[config.mk]
export PLATFORM = sky130hd
export DESIGN_NAME = wrf_top
export DESIGN_NICKNAME = d
export VERILOG_FILES = /design/src/inc/wrf_pkg.sv /design/src/rtl/wrf_top.sv /design/src/rtl/wrf_sync.sv
export SDC_FILE = /design/constraint.sdc
export NUM_CORES = 1
export LEC_CHECK = 0
export BUFFER_PORTS_ARGS = -buffer_cell sky130_fd_sc_hd__buf_2
export CAP_MARGIN = 20
export CORE_MARGIN = 1.5
export CORE_UTILIZATION = 60
export CTS_BUF_LIST = sky130_fd_sc_hd__clkbuf_4
export CTS_CLUSTER_DIAMETER = 100
export DETAILED_ROUTE_END_ITERATION = 16
export GPL_ROUTABILITY_DRIVEN = 1
export GPL_TIMING_DRIVEN = 0
export HOLD_SLACK_MARGIN = 0.05
export MAX_ROUTING_LAYER = met4
export PLACE_DENSITY_LB_ADDON = 0.3
export SLEW_MARGIN = 10
export SYNTH_ARGS = -nofsm -noshare
export SYNTH_HDL_FRONTEND = slang
export SYNTH_SLANG_ARGS = --single-unit
[constraint.sdc]
create_clock -name ref_clk_in -period 9.65 [get_ports ref_clk_in]
set_input_delay 1.4475 -clock ref_clk_in [delete_from_list [all_inputs] [get_ports ref_clk_in]]
set_output_delay 1.4475 -clock ref_clk_in [all_outputs]
set_load 0.005 [all_outputs]
[src/inc/wrf_pkg.sv]
package wrf_pkg;

    // ------------------------------------------------------------------
    // Register map
    // ------------------------------------------------------------------
    localparam logic [7:0] CTRL_ADDR   = 8'h60;  // Watchdog control and status.
    localparam logic [7:0] CAUSE_ADDR  = 8'h54;  // Reset cause status.

    // ------------------------------------------------------------------
    // Field positions of watchdog_control_status
    // ------------------------------------------------------------------
    localparam int CTRL_IRQ_FLAG_BIT   = 7;
    localparam int CTRL_IRQ_EN_BIT     = 6;
    localparam int CTRL_SEL_HI_BIT     = 5;
    localparam int CTRL_UNLOCK_BIT     = 4;
    localparam int CTRL_RST_EN_BIT     = 3;
    localparam int CTRL_SEL_LO_TOP     = 2;

    // ------------------------------------------------------------------
    // Field positions of reset_cause_status
    // ------------------------------------------------------------------
    localparam int CAUSE_WDOG_BIT      = 3;
    localparam int CAUSE_BROWN_BIT     = 2;
    localparam int CAUSE_PIN_BIT       = 1;
    localparam int CAUSE_PWR_BIT       = 0;

    // ------------------------------------------------------------------
    // Reset values
    // ------------------------------------------------------------------
    localparam logic [3:0] SEL_RESET   = 4'h0;
    localparam logic [7:0] RDATA_RESET = 8'h00;

    // ------------------------------------------------------------------
    // Timing and counts
    // ------------------------------------------------------------------
    localparam int         CLK_PERIOD_NS   = 5;     // System clock 200 MHz.
    localparam int         OSC_FREQ_KHZ    = 128;   // Nominal watchdog oscillator.
    localparam int         UNLOCK_CYCLES   = 4;     // Change window in system clocks.
    localparam int         BASE_LOG2       = 11;    // Shortest time-out is 2048 cycles.
    localparam logic [3:0] SEL_MAX         = 4'h9;  // Longest defined select code.
    localparam int         CNT_W           = 20;    // Holds 1048576 - 1.

endpackage

[src/rtl/wrf_top.sv]
// Function
// - Brown-out flag set on event, cleared by POR/write0
// - Pin flag set on event, cleared by POR/write0
// - Power-on flag set by POR, write0 clears
// - Select field at bits 5 and 2..0
// - Time-out in interrupt modes sets flag
// - Vector ack or write-one clears flag
// - Interrupt needs global enable, enable, flag
// - Enable bits choose stopped/irq/reset/combined mode
// - Programmed fuse forces reset mode
// - Combined-mode vector clears enable and flag
// - Unserviced combined time-out causes reset
// - Reset-enable clear, select change need unlock
// - Unlock bit self-clears after four cycles
// - Watchdog cause flag forces reset-enable set
// - Codes 0..9 give 2048..1048576 oscillator cycles
// - Watchdog reset sets cause flag
// - Counter advances on watchdog oscillator cycles
// - Restart command clears the counter
module wrf_top #(
    parameter int OSC_BASE_LOG2 = wrf_pkg::BASE_LOG2,
    parameter int COUNT_W       = wrf_pkg::CNT_W
) (
    input  wire logic       ref_clk_in,
    input  wire logic       resetn_in,
    input  wire logic       sys_reset_in,
    input  wire logic       wd_osc_in,
    input  wire logic       always_on_fuse_in,
    input  wire logic       brownout_event_in,
    input  wire logic       pin_reset_event_in,
    input  wire logic       restart_in,
    input  wire logic       vector_ack_in,
    input  wire logic       global_irq_enable_in,
    input  wire logic [7:0] addr_in,
    input  wire logic [7:0] wdata_in,
    input  wire logic       wr_in,
    input  wire logic       rd_in,
    output logic      [7:0] rdata_out,
    output logic            irq_out,
    output logic            wd_reset_out
);

    // ------------------------------------------------------------------
    // Elaboration checks
    // ------------------------------------------------------------------
    // Refused while elaborating, so a bad width never reaches a netlist.
    if (OSC_BASE_LOG2 < 1 || COUNT_W < OSC_BASE_LOG2 + 9 || COUNT_W > 31) begin : g_bad_width
        $error("wrf_top: counter width cannot hold the longest time-out");
    end

    // ------------------------------------------------------------------
    // Declarations
    // ------------------------------------------------------------------
    logic               irq_flag_q;
    logic               irq_en_q;
    logic               rst_en_q;
    logic [3:0]         sel_q;
    logic               unlock_q;
    logic [2:0]         unlock_cnt_q;
    logic [COUNT_W-1:0] count_q;
    logic               wdog_flag_q;
    logic               brown_flag_q;
    logic               pin_flag_q;
    logic               pwr_flag_q;
    logic [7:0]         rdata_q;
    logic               irq_q;
    logic               wd_reset_q;
    logic               osc_tick;
    logic               fuse_level;
    logic               ctrl_reset;
    logic               ctrl_wr;
    logic               cause_wr;
    logic               fuse_forced;
    logic               rst_en_eff;
    logic               irq_en_eff;
    logic               running;
    logic               timeout;
    logic               to_set_flag;
    logic               to_reset;
    logic [3:0]         wsel;

    // ------------------------------------------------------------------
    // Synchronisers for the oscillator and the fuse level
    // ------------------------------------------------------------------
    // The oscillator is far slower than the system clock, so sampling it
    // and counting filtered rising edges is safe and avoids a second domain.
    wrf_sync u_osc_sync (
        .ref_clk_in (ref_clk_in),
        .resetn_in  (resetn_in),
        .async_in   (wd_osc_in),
        .level_out  (),
        .rise_out   (osc_tick)
    );

    wrf_sync u_fuse_sync (
        .ref_clk_in (ref_clk_in),
        .resetn_in  (resetn_in),
        .async_in   (always_on_fuse_in),
        .level_out  (fuse_level),
        .rise_out   ()
    );

    // ------------------------------------------------------------------
    // Mode decoding
    // ------------------------------------------------------------------
    // Time-out length in oscillator cycles minus one for a select code.
    function automatic logic [COUNT_W-1:0] limit_of(input logic [3:0] sel);
        logic [3:0] s;
        s = (sel > wrf_pkg::SEL_MAX) ? wrf_pkg::SEL_MAX : sel;
        limit_of = (COUNT_W'(1) << (OSC_BASE_LOG2 + int'(s))) - COUNT_W'(1);
    endfunction

    // The fuse reads zero when programmed; until the filter settles after
    // reset the block assumes it programmed, the safe direction.
    assign fuse_forced = ~fuse_level;
    assign rst_en_eff  = fuse_forced | rst_en_q | wdog_flag_q;
    assign irq_en_eff  = ~fuse_forced & irq_en_q;
    assign running     = rst_en_eff | irq_en_eff;
    assign ctrl_reset  = ~resetn_in | sys_reset_in;
    assign ctrl_wr     = wr_in && (addr_in == wrf_pkg::CTRL_ADDR);
    assign cause_wr    = wr_in && (addr_in == wrf_pkg::CAUSE_ADDR);
    assign wsel        = {wdata_in[wrf_pkg::CTRL_SEL_HI_BIT], wdata_in[wrf_pkg::CTRL_SEL_LO_TOP:0]};

    // ------------------------------------------------------------------
    // Time-out counter
    // ------------------------------------------------------------------
    assign timeout = running && osc_tick && (count_q >= limit_of(sel_q));

    // Counting with >= keeps a shortened select from leaving the counter
    // stranded past its new limit; it then fires at the next oscillator edge.
    always_ff @(posedge ref_clk_in) begin
        if (ctrl_reset || restart_in || !running) begin
            count_q <= '0;
        end else if (timeout) begin
            count_q <= '0;
        end else if (osc_tick) begin
            count_q <= count_q + COUNT_W'(1);
        end
    end

    // Action on time-out: interrupt first where enabled, reset otherwise or,
    // with reset enabled, when the previous interrupt is still pending.
    assign to_set_flag = timeout && irq_en_eff && !(rst_en_eff && irq_flag_q);
    assign to_reset    = timeout && (rst_en_eff && (!irq_en_eff || irq_flag_q));

    always_ff @(posedge ref_clk_in) begin
        if (ctrl_reset) begin
            wd_reset_q <= 1'b0;
        end else begin
            wd_reset_q <= to_reset;
        end
    end

    // ------------------------------------------------------------------
    // Change unlock window
    // ------------------------------------------------------------------
    // Arming needs unlock and reset-enable written as ones together; the
    // window then closes after four cycles or after the next control write.
    always_ff @(posedge ref_clk_in) begin
        if (ctrl_reset) begin
            unlock_q     <= 1'b0;
            unlock_cnt_q <= 3'h0;
        end else if (ctrl_wr && wdata_in[wrf_pkg::CTRL_UNLOCK_BIT] && wdata_in[wrf_pkg::CTRL_RST_EN_BIT]) begin
            unlock_q     <= 1'b1;
            unlock_cnt_q <= 3'(wrf_pkg::UNLOCK_CYCLES - 1);
        end else if (unlock_q && (ctrl_wr || unlock_cnt_q == 3'h0)) begin
            unlock_q     <= 1'b0;
            unlock_cnt_q <= 3'h0;
        end else if (unlock_q) begin
            unlock_cnt_q <= unlock_cnt_q - 3'h1;
        end
    end

    // ------------------------------------------------------------------
    // Control fields
    // ------------------------------------------------------------------
    // Reset-enable can always be set; clearing needs an open window.
    always_ff @(posedge ref_clk_in) begin
        if (ctrl_reset) begin
            rst_en_q <= 1'b0;
            sel_q    <= wrf_pkg::SEL_RESET;
        end else if (ctrl_wr) begin
            if (unlock_q) begin
                rst_en_q <= wdata_in[wrf_pkg::CTRL_RST_EN_BIT];
                sel_q    <= wsel;
            end else begin
                rst_en_q <= rst_en_q | wdata_in[wrf_pkg::CTRL_RST_EN_BIT];
            end
        end
    end

    // Interrupt enable; a vector taken with reset enabled drops it so the
    // next time-out resets the device unless software re-arms it.
    always_ff @(posedge ref_clk_in) begin
        if (ctrl_reset) begin
            irq_en_q <= 1'b0;
        end else if (vector_ack_in && rst_en_eff) begin
            irq_en_q <= 1'b0;
        end else if (ctrl_wr) begin
            irq_en_q <= wdata_in[wrf_pkg::CTRL_IRQ_EN_BIT];
        end
    end

    // Interrupt flag: a time-out in the same cycle as a clear wins.
    always_ff @(posedge ref_clk_in) begin
        if (ctrl_reset) begin
            irq_flag_q <= 1'b0;
        end else if (to_set_flag) begin
            irq_flag_q <= 1'b1;
        end else if (vector_ack_in || (ctrl_wr && wdata_in[wrf_pkg::CTRL_IRQ_FLAG_BIT])) begin
            irq_flag_q <= 1'b0;
        end
    end

    // Interrupt request to the core, registered.
    always_ff @(posedge ref_clk_in) begin
        if (ctrl_reset) begin
            irq_q <= 1'b0;
        end else begin
            irq_q <= irq_flag_q & irq_en_eff & global_irq_enable_in;
        end
    end

    // ------------------------------------------------------------------
    // Reset cause flags
    // ------------------------------------------------------------------
    // Only the power-on reset reaches these; other resets leave them so
    // software can tell what happened. Events win over a write of zero.
    always_ff @(posedge ref_clk_in) begin
        if (!resetn_in) begin
            pwr_flag_q   <= 1'b1;
            brown_flag_q <= 1'b0;
            pin_flag_q   <= 1'b0;
            wdog_flag_q  <= 1'b0;
        end else begin
            if (cause_wr && !wdata_in[wrf_pkg::CAUSE_PWR_BIT]) begin
                pwr_flag_q <= 1'b0;
            end
            if (brownout_event_in) begin
                brown_flag_q <= 1'b1;
            end else if (cause_wr && !wdata_in[wrf_pkg::CAUSE_BROWN_BIT]) begin
                brown_flag_q <= 1'b0;
            end
            if (pin_reset_event_in) begin
                pin_flag_q <= 1'b1;
            end else if (cause_wr && !wdata_in[wrf_pkg::CAUSE_PIN_BIT]) begin
                pin_flag_q <= 1'b0;
            end
            if (wd_reset_q) begin
                wdog_flag_q <= 1'b1;
            end else if (cause_wr && !wdata_in[wrf_pkg::CAUSE_WDOG_BIT]) begin
                wdog_flag_q <= 1'b0;
            end
        end
    end

    // ------------------------------------------------------------------
    // Read data
    // ------------------------------------------------------------------
    // Data stand for one cycle after the read strobe, zero otherwise and
    // for unmapped addresses. Fuse-locked bits read as their forced values.
    always_ff @(posedge ref_clk_in) begin
        if (!resetn_in) begin
            rdata_q <= wrf_pkg::RDATA_RESET;
        end else if (rd_in && addr_in == wrf_pkg::CTRL_ADDR) begin
            rdata_q <= {irq_flag_q, irq_en_eff, sel_q[3], unlock_q, rst_en_eff, sel_q[2:0]};
        end else if (rd_in && addr_in == wrf_pkg::CAUSE_ADDR) begin
            rdata_q <= {4'h0, wdog_flag_q, brown_flag_q, pin_flag_q, pwr_flag_q};
        end else begin
            rdata_q <= 8'h00;
        end
    end

    assign rdata_out    = rdata_q;
    assign irq_out      = irq_q;
    assign wd_reset_out = wd_reset_q;

endmodule

[src/rtl/wrf_sync.sv]
// ----------------------------------------------------------------------
// Three-stage input synchroniser with agreement filter
// ----------------------------------------------------------------------
module wrf_sync (
    input  wire logic ref_clk_in,
    input  wire logic resetn_in,
    input  wire logic async_in,
    output logic      level_out,
    output logic      rise_out
);

    logic s1_q;
    logic s2_q;
    logic s3_q;
    logic level_q;
    logic rise_q;

    // The first stage feeds only the second, so metastability stays contained.
    always_ff @(posedge ref_clk_in) begin
        if (!resetn_in) begin
            s1_q <= 1'b0;
            s2_q <= 1'b0;
            s3_q <= 1'b0;
        end else begin
            s1_q <= async_in;
            s2_q <= s1_q;
            s3_q <= s2_q;
        end
    end

    // A change counts only once stages two and three agree.
    always_ff @(posedge ref_clk_in) begin
        if (!resetn_in) begin
            level_q <= 1'b0;
            rise_q  <= 1'b0;
        end else begin
            rise_q <= 1'b0;
            if (s2_q == s3_q) begin
                level_q <= s3_q;
                rise_q  <= s3_q & ~level_q;
            end
        end
    end

    assign level_out = level_q;
    assign rise_out  = rise_q;

endmodule

==> out/metrics.yaml <==
outcome: "finished clean"
wire_per_inst_um: 15.0
maxSlewHeadroom: 0.481
initial_utilization: 0.623
wl_met2_mm: 3.49
rr_startpoint: "sel_q[2]"
cp.depth: 19
worstPathArrival_ns: 5.68
row_count: 26
grt_pass1_wl_mm: 12.2
core-area_sq_um: 5140
dr.max_layer_used: "met4"
die_h_um: 76.1
nNetsFinal: 474
yosys-top-cells-area: "dfxtp_1, ha_1, xnor2_1"
crit_slowest_cell: "nor4_1"
power_density_nw_per_um2: 99.1
hold_slack_ns: 0.454
grt_max_degree: 20
drt-met1-wl_mm: 3.25
synth_ff_type: "dfxtp_1"
dp_slack_ns: 4.39
critPathKind: "register to register"
cts_buffers: 5
overflow: 0
grtUsageTotal: 0.267
fin_crit_ns: 5.42
power_frac_clock: 0.317
io_pins: 38
startpoint_type: "register"
dieArea_sq_um: 5780
antennaDiodeCount: 0
first_pass_iters: 4
required_ns: 9.90
reg2reg_to: "count_q[10]"
post_synth_num_cell_types: 60
grt_pass1_vias: 2661
dpl-instance-area_sq_um: 3470
nFillCells: 444
avgSynthCellArea_sq_um: 8.49
io_buffers: 37
area_growth_pct: 10.6
place.detailed.hpwl_mm: 5.66
p_sw_uw: 87.7
post-cts-setup-buffers: 0
cts_tree: "yes"
ys_ff_latch: 54
ys_seq_area_frac: 0.338
sw_frac_of_total: 0.250
p_comb_frac: 0.040
p_int_uw: 263
numClockSinks: 54
multi_input_area_sq_um: 1970
die_width_um: 76.1
post-route-drc-count: 0
synth_top_cell_area_share: 0.338
synthCells: 377
hold_path.class: "register to register"
ir_drop_uv: 74.6
synthesis.nets: 430
r2r_cells: 19
gp_congestion: 0.929
finalSetupTns_ns: 0
clkSlewWorstSetupHoldPaths_ns: 0.18
synth_edf_count: 0
clk_path_buf_depth: 2
cp_slowest_stage_delay_ns: 0.50
wl_met3_um: 475
endpoint_kind: "register"
max_freq_mhz: 184
drive_gt1_frac: 0.168
cp_common_cell: "clkbuf_1"
setup_viol: 0
synth_area_leader_cell: "dfxtp_1"
vias_per_cell: 5.97
critPathTopFamily: "buffers and inverters"
r2r_slack_ns: 4.23
synthArstFlopShare: 0
rsz0062_at_grt: "no"
path_cells: "clkbuf_1 -> clkbuf_1 -> nor2b_1 -> ha_1 -> clkbuf_1 -> nor3_1 -> nand3_1 -> ha_1 -> clkbuf_1 -> o31ai_4 -> xnor2_1 -> a21oi_1 -> ha_1 -> nand4_1 -> nor4_1 -> a221oi_1 -> o211ai_1 -> buf_2 -> a211oi_1"
grt_antenna_before_repair: 0
maxCapViolCount: 0
fin_ws_ns: 4.23
fin_area_sq_um: 3540
yosys_warnings: 0
regArea_sq_um: 1080
cts_root_buf: "clkbuf_4"
power_leakage_uw: 0.00137
path_buf_inv: 5
worst_slew_pin_slew_ns: 0.773
ant_nets: 0
ctsResizeCount: 0
cp-startpoint: "sel_q[2]"
hold_viol_final: 0
pwr-share-seq: 0.643
drt-initial-drc-count: 164
synthesis.area_sq_um: 3200
critPathCapture: "count_q[10]"
clock_latency_ns: 0.39
cts_max_level: 2
wirelength_mm: 7.36
cts_hold_buf: 0
slew_violations: 0
finClkSkew_ns: 0.0129
period_share: 0.562
worstPathMaxFanout: 10
via_count: 2936
## worst register-to-register path, cell delays in order, from the launching register on
cell,delay (ns)
dfxtp_1,0.45
clkbuf_1,0.37
clkbuf_1,0.44
nor2b_1,0.20
ha_1,0.23
clkbuf_1,0.38
nor3_1,0.15
nand3_1,0.16
ha_1,0.23
clkbuf_1,0.45
o31ai_4,0.20
xnor2_1,0.20
a21oi_1,0.09
ha_1,0.28
nand4_1,0.12
nor4_1,0.50
a221oi_1,0.17
o211ai_1,0.24
buf_2,0.33
a211oi_1,0.11
## synthesized netlist by cell type, types with 3 or more instances
master,number
a211oi_1,15
a211oi_2,5
a21oi_1,26
a22oi_1,4
and2_1,8
and3_1,6
and4_1,3
buf_2,6
clkbuf_1,11
dfxtp_1,54
ha_1,25
inv_1,11
nand2_1,32
nand2b_1,5
nand3_1,22
nand3b_1,4
nand4_1,7
nor2_1,27
nor2_2,3
nor3_1,9
nor4_1,5
o21a_1,9
o21ai_0,14
xnor2_1,18
xor2_1,3
## how the worst min path moves through the flow
stage                      from                to  slack [ns]  depth (start not counted)
2_1_floorplan  u_fuse_sync.s1_q  u_fuse_sync.s2_q        0.41                          1
3_3_place_gp   u_fuse_sync.s1_q  u_fuse_sync.s2_q        0.42                          1
3_5_place_dp    u_osc_sync.s1_q   u_osc_sync.s2_q        0.42                          1
4_1_cts         u_osc_sync.s1_q   u_osc_sync.s2_q        0.46                          1
5_1_grt         u_osc_sync.s1_q   u_osc_sync.s2_q        0.48                          1
6_report        u_osc_sync.s1_q   u_osc_sync.s2_q        0.45                          1
## power by group through the flow
stage / clock network, uW / logic, uW / registers, uW
finish: 111 / 14.0 / 226
global placement: 0 / 13.4 / 230
floorplan: 0 / 5.67 / 230
CTS: 113 / 13.9 / 226
global route: 122 / 15.2 / 226
detailed placement: 0 / 13.9 / 230
## layout by cell type (no fill, tap or decap), types with 3 or more instances in the layout
cell type	synthesis	final
o21a_1	9	9
clkbuf_4	0	5
buf_2	6	43
a211oi_1	15	15
nand3_1	22	22
a21oi_1	26	26
clkbuf_1	11	11
nand4_1	7	7
nor3_1	9	9
xor2_1	3	3
xnor2_1	18	18
a211oi_2	5	5
and2_1	8	8
dfxtp_1	54	54
and3_1	6	6
nand2_1	32	32
nand3b_1	4	4
inv_1	11	11
and4_1	3	3
o21ai_0	14	14
nand2b_1	5	5
ha_1	25	25
nor2_1	27	27
nor2_2	3	3
nor4_1	5	5
a22oi_1	4	4
## registers in the layout, summed over array words and instances (netlist names), 3 cells and up
name          count
count_q          20
sel_q             4
unlock_cnt_q      3
rdata_out         8
## layer usage
metal	global-route usage	up-vias
met3	0.0491	13
met4	0.0870	0
met5	-	-
met2	0.431	92
li1	-	1470
met1	0.341	1361
## metrics by stage
step / util / total power, uW / std cells
after floorplan: - / 236 / 377
after global routing: 0.689 / 363 / 492
after CTS: 0.689 / 353 / 492
after global placement: 0.676 / 243 / 484
final: 0.689 / 351 / 492
after detailed placement: 0.676 / 244 / 484
## final cells by class
type / count / area share
buffer: 20 / 0.0265
inverter: 14 / 0.0152
sequential: 54 / 0.305
timing repair buffer: 37 / 0.0523
clock inverter: 3 / 0.00813
tap: 70 / 0.0247
multi-input combinational: 289 / 0.557
clock buffer: 5 / 0.0106
## logic make-up after synthesis
kind of cell | Yosys count | synth area share
and+or+nand+nor | 147 | 0.248
buffers and inverters | 34 | 0.0461
AOI/OAI and AO/OA | 93 | 0.203
adders and majority gates | 25 | 0.0977
muxes | 3 | 0.00977
DFF | 54 | 0.338
xor gates and xnor gates | 21 | 0.0574
Note: power is estimated with default switching activity, not from simulation.
